==> src/stt_pkg.sv <==
// Package: register map, field layout and types of the standard timer
package stt_pkg;

    // ------------------------------------------------------------
    // Register byte offsets
    // ------------------------------------------------------------
    localparam logic [7:0] STT_OFS_RUN   = 8'h00;
    localparam logic [7:0] STT_OFS_CFG   = 8'h04;
    localparam logic [7:0] STT_OFS_COUNT = 8'h08;
    localparam logic [7:0] STT_OFS_CMPA  = 8'h0c;
    localparam logic [7:0] STT_OFS_CMPP  = 8'h10;
    localparam logic [7:0] STT_OFS_FLAGS = 8'h14;

    // ------------------------------------------------------------
    // Field positions, widths and reset values
    // ------------------------------------------------------------
    localparam int          STT_RUN_BIT    = 0;
    localparam int          STT_FLAG_A_BIT = 0;
    localparam int          STT_FLAG_P_BIT = 1;
    localparam int          STT_CNT_W      = 10;
    localparam int          STT_STEP_W     = 7;
    localparam logic [9:0]  STT_CNT_RST    = 10'h000;
    localparam logic [9:0]  STT_CMPA_RST   = 10'h000;
    localparam logic [2:0]  STT_CMPP_RST   = 3'h0;
    localparam logic [6:0]  STT_STEP_ZERO  = 7'h00;
    localparam logic [9:0]  STT_CNT_MAX    = 10'h3ff;

    // Output function codes
    localparam logic [1:0]  STT_FN_00 = 2'h0;
    localparam logic [1:0]  STT_FN_01 = 2'h1;
    localparam logic [1:0]  STT_FN_10 = 2'h2;
    localparam logic [1:0]  STT_FN_11 = 2'h3;

    typedef enum logic [1:0] {
        STT_MODE_CMP,
        STT_MODE_CAP,
        STT_MODE_PWM,
        STT_MODE_TC
    } stt_mode_e;

    typedef struct packed {
        stt_mode_e  mode_select;
        logic [1:0] output_function_select;
        logic       output_initial_level;
        logic       output_invert;
        logic       period_duty_swap;
        logic       counter_clear_select;
    } stt_cfg_s;

    localparam stt_cfg_s STT_CFG_RST = 8'h00;

endpackage : stt_pkg

==> src/stt_timer.sv <==
// Standard timer: compare, timer/counter, PWM, single pulse and capture modes
`timescale 1ns/10ps
// What this block does
// - Compare mode, clear select set: A match clears
// - Compare and timer/counter, clear select set: P flag never raised
// - Only A matches and run rising edges change the compare output
// - Run rising edge restores initial output level
// - Timer/counter mode: compare behaviour, pin released
// - PWM: swap low, P period, A duty
// - P value steps 128 clocks, zero means 1024
// - Duty at least period gives full active
// - Swap high: A period, P duty steps
// - PWM: A and P flags set independently
// - Initial level sets polarity, function, invert
// - Fixed-level functions keep PWM counter running
// - PWM ignores clear select; period register clears
// - Trigger pin edge sets run, starts pulse
// - A match ends pulse, clears run, flags
// - Single pulse: only run edge zeroes counter
// - Capture mode: counter starts on run edge
// - Capture edge copies counter into A, flags
// - Capture: P match wraps counter, flags; zero=max
// - Function code 11 disables capture only
// - Capture edge: rise, fall, both, off
// - Initial level: PWM polarity, pulse start level
module stt_timer
    import stt_pkg::*;
(
    input  wire logic        pclk,
    input  wire logic        presetn,
    input  wire logic        psel,
    input  wire logic        penable,
    input  wire logic        pwrite,
    input  wire logic [31:0] paddr,
    input  wire logic [31:0] pwdata,
    output logic      [31:0] prdata,
    output logic             pready,
    output logic             pslverr,
    input  wire logic        capture_input_pin,
    input  wire logic        external_clock_pin,
    output logic             wave_out,
    output logic             wave_oe
);

    // ------------------------------------------------------------
    // State
    // ------------------------------------------------------------
    stt_cfg_s    cfg_ff;
    logic        run_ff;
    logic        run_prev_ff;
    logic [9:0]  cnt_ff;
    logic [9:0]  cmpa_ff;
    logic [2:0]  cmpp_ff;
    logic [1:0]  flags_ff;
    logic        wave_ff;
    logic        cap_prev_ff;
    logic        trig_prev_ff;

    logic        nxt_run_ff;
    logic [9:0]  nxt_cnt;
    logic        wr;
    logic        rd_ok;
    logic [31:0] rd_mux;
    logic [31:0] prdata_ff;
    logic        run_rise;
    logic        cmpish;
    logic        sp_mode;
    logic        pwm_mode;
    logic        cap_mode;
    logic        a_hit;
    logic        p_hit;
    logic        cnt_clear;
    logic        set_a;
    logic        set_p;
    logic        trig;
    logic        cap_evt;
    logic [10:0] duty;
    logic [10:0] period;
    logic        pwm_level;

    // ------------------------------------------------------------
    // APB slave, zero wait states
    // ------------------------------------------------------------
    assign pready = 1'b1;
    assign wr     = psel & penable & pwrite;

    always_comb
    begin
        rd_ok  = 1'b1;
        rd_mux = 32'h0000_0000;
        case (paddr[7:0])
            STT_OFS_RUN:   rd_mux[STT_RUN_BIT] = run_ff;
            STT_OFS_CFG:   rd_mux[7:0] = cfg_ff;
            STT_OFS_COUNT: rd_mux[9:0] = cnt_ff;
            STT_OFS_CMPA:  rd_mux[9:0] = cmpa_ff;
            STT_OFS_CMPP:  rd_mux[2:0] = cmpp_ff;
            STT_OFS_FLAGS: rd_mux[1:0] = flags_ff;
            default:       rd_ok = 1'b0;
        endcase
        if (paddr[31:8] != 24'h00_0000)
        begin
            rd_ok  = 1'b0;
            rd_mux = 32'h0000_0000;
        end
    end

    assign pslverr = psel & penable & ~rd_ok;

    // Read word taken in setup, so it stands through the access phase
    always_ff @(posedge pclk or negedge presetn)
    begin
        if (!presetn)
            prdata_ff <= 32'h0000_0000;
        else if (psel && !penable)
            prdata_ff <= rd_mux;
    end

    assign prdata = prdata_ff;

    always_ff @(posedge pclk or negedge presetn)
    begin
        if (!presetn)
        begin
            cfg_ff  <= STT_CFG_RST;
            cmpp_ff <= STT_CMPP_RST;
        end
        else if (wr && rd_ok)
        begin
            if (paddr[7:0] == STT_OFS_CFG)
                cfg_ff <= stt_cfg_s'(pwdata[7:0]);
            if (paddr[7:0] == STT_OFS_CMPP)
                cmpp_ff <= pwdata[2:0];
        end
    end

    // ------------------------------------------------------------
    // Mode decode and comparators
    // ------------------------------------------------------------
    assign cmpish   = (cfg_ff.mode_select == STT_MODE_CMP) |
                      (cfg_ff.mode_select == STT_MODE_TC);
    assign pwm_mode = (cfg_ff.mode_select == STT_MODE_PWM) &
                      (cfg_ff.output_function_select != STT_FN_11);
    assign sp_mode  = (cfg_ff.mode_select == STT_MODE_PWM) &
                      (cfg_ff.output_function_select == STT_FN_11);
    assign cap_mode = (cfg_ff.mode_select == STT_MODE_CAP);
    assign run_rise = run_ff & ~run_prev_ff;
    assign nxt_cnt  = cnt_ff + 10'h001;

    // Hits look one count ahead, so the clear replaces the matching count
    assign a_hit = run_ff & ~run_rise & (nxt_cnt == cmpa_ff);
    // Zero in the step field matches only the full-count wrap
    assign p_hit = run_ff & ~run_rise & (nxt_cnt[6:0] == STT_STEP_ZERO) &
                   (nxt_cnt[9:7] == cmpp_ff);

    always_comb
    begin
        cnt_clear = 1'b0;
        set_a     = 1'b0;
        set_p     = 1'b0;
        if (cmpish)
        begin
            // Zero in A raises no A event, though it would match at the count wrap
            set_a     = a_hit & (cmpa_ff != STT_CMPA_RST);
            set_p     = p_hit & ~cfg_ff.counter_clear_select;
            cnt_clear = cfg_ff.counter_clear_select ? set_a : p_hit;
        end
        else if (pwm_mode)
        begin
            set_a     = a_hit;
            set_p     = p_hit;
            cnt_clear = cfg_ff.period_duty_swap ? a_hit : p_hit;
        end
        else if (sp_mode)
            set_a = a_hit;
        else
        begin
            set_a     = cap_evt;
            set_p     = p_hit;
            cnt_clear = p_hit;
        end
    end

    // ------------------------------------------------------------
    // Run control and counter
    // ------------------------------------------------------------
    assign trig = external_clock_pin & ~trig_prev_ff;

    always_comb
    begin
        nxt_run_ff = run_ff;
        if (wr && paddr[7:0] == STT_OFS_RUN && paddr[31:8] == 24'h00_0000)
            nxt_run_ff = pwdata[STT_RUN_BIT];
        if (sp_mode && a_hit)
            nxt_run_ff = 1'b0;
        if (sp_mode && trig)
            nxt_run_ff = 1'b1;
    end

    always_ff @(posedge pclk or negedge presetn)
    begin
        if (!presetn)
        begin
            run_ff       <= 1'b0;
            run_prev_ff  <= 1'b0;
            trig_prev_ff <= 1'b0;
            cap_prev_ff  <= 1'b0;
        end
        else
        begin
            run_ff       <= nxt_run_ff;
            run_prev_ff  <= run_ff;
            trig_prev_ff <= external_clock_pin;
            cap_prev_ff  <= capture_input_pin;
        end
    end

    // Counter runs in every mode, including fixed-level PWM
    always_ff @(posedge pclk or negedge presetn)
    begin
        if (!presetn)
            cnt_ff <= STT_CNT_RST;
        else if (run_rise)
            cnt_ff <= STT_CNT_RST;
        else if (run_ff)
            cnt_ff <= cnt_clear ? STT_CNT_RST : nxt_cnt;
    end

    // ------------------------------------------------------------
    // Capture and flags
    // ------------------------------------------------------------
    always_comb
    begin
        case (cfg_ff.output_function_select)
            STT_FN_00: cap_evt = capture_input_pin & ~cap_prev_ff;
            STT_FN_01: cap_evt = ~capture_input_pin & cap_prev_ff;
            STT_FN_10: cap_evt = capture_input_pin ^ cap_prev_ff;
            default:   cap_evt = 1'b0;
        endcase
        cap_evt = cap_evt & cap_mode;
    end

    // Capture wins over a software write in the same cycle
    always_ff @(posedge pclk or negedge presetn)
    begin
        if (!presetn)
            cmpa_ff <= STT_CMPA_RST;
        else if (cap_evt)
            cmpa_ff <= cnt_ff;
        else if (wr && rd_ok && paddr[7:0] == STT_OFS_CMPA)
            cmpa_ff <= pwdata[9:0];
    end

    // Write one to clear; a new event in the same cycle wins
    always_ff @(posedge pclk or negedge presetn)
    begin
        if (!presetn)
            flags_ff <= 2'h0;
        else
        begin
            if (wr && rd_ok && paddr[7:0] == STT_OFS_FLAGS)
                flags_ff <= flags_ff & ~pwdata[1:0];
            if (set_a)
                flags_ff[STT_FLAG_A_BIT] <= 1'b1;
            if (set_p)
                flags_ff[STT_FLAG_P_BIT] <= 1'b1;
        end
    end

    // ------------------------------------------------------------
    // Waveform output
    // ------------------------------------------------------------
    assign duty   = cfg_ff.period_duty_swap ?
                    {(cmpp_ff == STT_CMPP_RST), cmpp_ff, STT_STEP_ZERO} :
                    {1'b0, cmpa_ff};
    assign period = cfg_ff.period_duty_swap ?
                    {(cmpa_ff == STT_CMPA_RST), cmpa_ff} :
                    {(cmpp_ff == STT_CMPP_RST), cmpp_ff, STT_STEP_ZERO};
    // Counter never reaches the period, so duty >= period is full active
    assign pwm_level = ({1'b0, cnt_ff} < duty) | (duty >= period);

    always_ff @(posedge pclk or negedge presetn)
    begin
        if (!presetn)
            wave_ff <= 1'b0;
        else if (run_rise)
            wave_ff <= cfg_ff.output_initial_level;
        else if (cmpish)
        begin
            if (set_a)
            begin
                case (cfg_ff.output_function_select)
                    STT_FN_01: wave_ff <= 1'b0;
                    STT_FN_10: wave_ff <= 1'b1;
                    STT_FN_11: wave_ff <= ~wave_ff;
                    default:   wave_ff <= wave_ff;
                endcase
            end
        end
        else if (pwm_mode)
        begin
            case (cfg_ff.output_function_select)
                STT_FN_00: wave_ff <= ~cfg_ff.output_initial_level;
                STT_FN_01: wave_ff <= cfg_ff.output_initial_level;
                default:   wave_ff <= pwm_level ? cfg_ff.output_initial_level :
                                                  ~cfg_ff.output_initial_level;
            endcase
        end
        else if (sp_mode)
            wave_ff <= nxt_run_ff ? cfg_ff.output_initial_level :
                                    ~cfg_ff.output_initial_level;
    end

    assign wave_out = wave_ff ^ cfg_ff.output_invert;
    assign wave_oe  = (cfg_ff.mode_select == STT_MODE_CMP) | pwm_mode | sp_mode;
endmodule : stt_timer

==> config.mk <==
export PLATFORM = sky130hd
export DESIGN_NAME = stt_timer
export DESIGN_NICKNAME = d
export VERILOG_FILES = /design/src/stt_pkg.sv /design/src/stt_timer.sv
export SDC_FILE = /design/constraint.sdc
export NUM_CORES = 1
export LEC_CHECK = 0
export BUFFER_PORTS_ARGS = -buffer_cell sky130_fd_sc_hd__buf_2
export CAP_MARGIN = 0
export CORE_AREA = 2 2 87 89
export CTS_BUF_LIST = sky130_fd_sc_hd__clkbuf_16
export CTS_CLUSTER_SIZE = 40
export DETAILED_ROUTE_END_ITERATION = 6
export DIE_AREA = 0 0 89 91
export HOLD_SLACK_MARGIN = 0.12
export PLACE_DENSITY = 0.84
export SLEW_MARGIN = 20
export SYNTH_ARGS = -nofsm -noshare
export SYNTH_HDL_FRONTEND = slang
export SYNTH_SLANG_ARGS = --single-unit
export TNS_END_PERCENT = 100
==> constraint.sdc <==
create_clock -name pclk -period 6.95 [get_ports pclk]
set_clock_uncertainty 0.05 [all_clocks]
set_input_delay 0.695 -clock pclk [delete_from_list [all_inputs] [get_ports pclk]]
set_output_delay 0.695 -clock pclk [all_outputs]
set_load 0.05 [all_outputs]
==> flow_summary.toml <==
[outcome]
outcome = "completed"

[worst_setup_path]
endpoint_kind = "register"
start_kind = "register"
worstPathRequired_ps = 7080
max_stage_delay_ps = 770
critical_path_class = "reg -> reg"
critPathSlowestCell = "nor2_1"
crit_arrival_ps = 3800
crit_buf_inv = 0
crit_family = "simple AND/OR/NAND/NOR gates"
path_cells = "ha_1, nand3_1, o21ai_0, o31ai_1, or4b_1, nor2_1, o311ai_0, o21a_1"
cp_max_fo = 14

[grt]
grt_max_degree = 49
grt.overflow.total = 0
grt_pass1_vias = 3405
grt_pass1_wl_um = 17200
antenna_found_initial = 0
grt_usage = 0.274

[drt]
wl_per_cell_um = 18.7
vias_per_cell = 6.32
vias = 3703
first_iter_violations = 332
drc = 0
drtPass1Iterations = 5
wirelength_um = 11000
drtAntennaViolNets = 0

[cts]
clk_pin_slew_ps = 70
postCtsSetupBuffers = 0
holdBufCountCts = 0
cts_sinks = 48
cts_buffer_depth = 2
cts_made_buffers = 5
cts_tree = "done"
htree_levels = 2
clockRootBuffer = "clkbuf_16"
clk-insertion-delay-late_ps = 290
ctsResizeCount = 0

[die]
core_mm2 = 0.00714
die_area_mm2 = 0.00810
initial_core_util = 0.560
rows = 31
die_width_um = 89
die_h_um = 91
pin_count = 107

[synth]
ys.flop_type = "dfrtp_1"
syn_area_per_cell_um2 = 8.83
ys_seq_elements = 48
synth-async-reset-ratio = 1.00
ys_warn_count = 0
synth_area_mm2 = 0.00400
ys_seq_area_frac = 0.300
synth_cells = 453
synthDistinctLibCells = 71
synth_edf_count = 0

[final_layout]
nets = 576
stdcell_count = 586
diodes = 0
fillCellCount = 633
final_cell_mix = "buf_2 (60), dfrtp_1 (48), nand2_1 (40)"
drive_above_1_share = 0.193
final_common_cell = "buf_2"
syn_to_final_growth_pct = 8.48
stdcell_area_mm2 = 0.00434

[sta]
grt_setup_unrepaired = "false"
slew_violations = 0
clock.fmax_mhz = 273
worst_pin_slew_ps = 921
max-slew-margin-rel = 0.383
hold_viol = 0
setup_viol = 0
period_minus_slack_ps = 3660
fin_crit_sh = 0.527
fin_setup_tns_ps = 0

[pwr]
powerDensity_mw_per_mm2 = 158
leakagePower_uw = 0.00198
fin_total_pwr_uw = 687
peakVddDrop_mv = 0.103

[placement]
place_area_mm2 = 0.00419
dp_cells = 578
routabilityCongestion = 0.976
post-dp-hpwl_um = 8080
io_buffers = 61

[min_path]
hold_class = "in -> async"

[job]
drv_cap = 0
Yosys cell counts (all sizes together), types with 2 or more instances:
cell | instances | area share
buf | 39 | 0.065
o311ai | 6 | 0.018
ha | 19 | 0.059
a22oi | 7 | 0.013
or3 | 5 | 0.0078
a2111oi | 2 | 0.0044
o21ai | 38 | 0.048
nand4 | 7 | 0.013
nand4b | 4 | 0.0088
clkbuf | 18 | 0.017
nor3b | 5 | 0.011
nand3 | 9 | 0.013
dfrtp | 48 | 0.30
mux2 | 12 | 0.034
nand2 | 40 | 0.038
and3 | 5 | 0.0078
a211oi | 3 | 0.0069
or4 | 5 | 0.011
nor4b | 2 | 0.0044
xnor2 | 6 | 0.013
or2 | 4 | 0.0063
o31ai | 3 | 0.0056
nor2b | 9 | 0.014
conb | 2 | 0.0019
nor2 | 18 | 0.017
or4b | 2 | 0.0050
o2111ai | 2 | 0.0044
nand2b | 5 | 0.0078
xor2 | 3 | 0.0066
o21a | 10 | 0.019
a22o | 10 | 0.022
and4 | 4 | 0.0088
xnor3 | 3 | 0.017
nor3 | 14 | 0.019
a21oi | 9 | 0.011
inv | 11 | 0.010
a21boi | 2 | 0.0038
o211ai | 6 | 0.011
nor4 | 12 | 0.019
a21o | 3 | 0.0056
mux2i | 21 | 0.053
o22ai | 4 | 0.0063
a211o | 2 | 0.0044
per-stage QoR:
step | utilization | setup slack [ps] | hold WS, ps
final | 0.608 | 3290 | 370
after global routing | 0.608 | 3020 | 423
after CTS | 0.608 | 3420 | 432
after detailed placement | 0.588 | 3400 | 417
after global placement | 0.588 | 3480 | 411
after floorplan | - | 4040 | 349
kinds of logic (layout without fill, tap and decap cells):
logic type               Yosys count  in the layout  synth area share
flip-flops                        48             48             0.300
XOR/XNOR                          12             12            0.0366
adder cells (fa/ha/maj)           19             19            0.0594
other                              2             23           0.00188
AND/OR/NAND/NOR                  154            154             0.218
buffers and inverters             69             82            0.0935
AO/OA/AOI/OAI                    116            116             0.204
multiplexers                      33             33            0.0863
worst paths after layout:
path	from	end	slack, ps	cells after the start
max reg2reg	cnt_ff[0]	cnt_ff[2]	3290	8
min	presetn	cnt_ff[4]	370	1
min reg2reg	prdata[8]	prdata[8]	420	2
max in group asynchronous	presetn	cmpp_ff[2]	6060	1
max	cnt_ff[0]	cnt_ff[2]	3290	8
min in group pclk	prdata[8]	prdata[8]	420	2
flip-flops by register name, indices dropped and copies added, names as in the netlist:
| register | flops |
|---|---|
| run_ff | 1 |
| cfg_ff | 8 |
| flags_ff | 2 |
| wave_ff | 1 |
| prdata | 10 |
| trig_prev_ff | 1 |
| cnt_ff | 10 |
| cap_prev_ff | 1 |
| run_prev_ff | 1 |
| cmpa_ff | 10 |
| cmpp_ff | 3 |
per-layer routing:
metal	GRT usage	wire, um
met5	0	0
met4	0.116	344
met3	0.0364	854
met2	0.445	5340
met1	0.362	4440
cell type report:
class                   instances  area (um^2)  area share
multi-input cells             357         2510       0.579
flip-flops and latches         48         1200       0.277
repair buffers                 62          315      0.0727
clock buffers                   5          125      0.0288
well taps                      99          124      0.0285
inverters                      12         45.0      0.0104
clock inverters                 3         17.5     0.00404
where the power goes:
group	switching [uW]	total, uW	internal (uW)
clock network	110	243	133
registers	30.2	319	289
logic	76.6	125	48.2
total	217	687	470
worst register-to-register path, delay by kind of cell, from the launching register on:
family	cells	cell delay (ps)
compound gates	4	760
fa+ha+maj	1	380
flops	1	660
simple gates	3	1710
(Power assumes the default switching activity.)
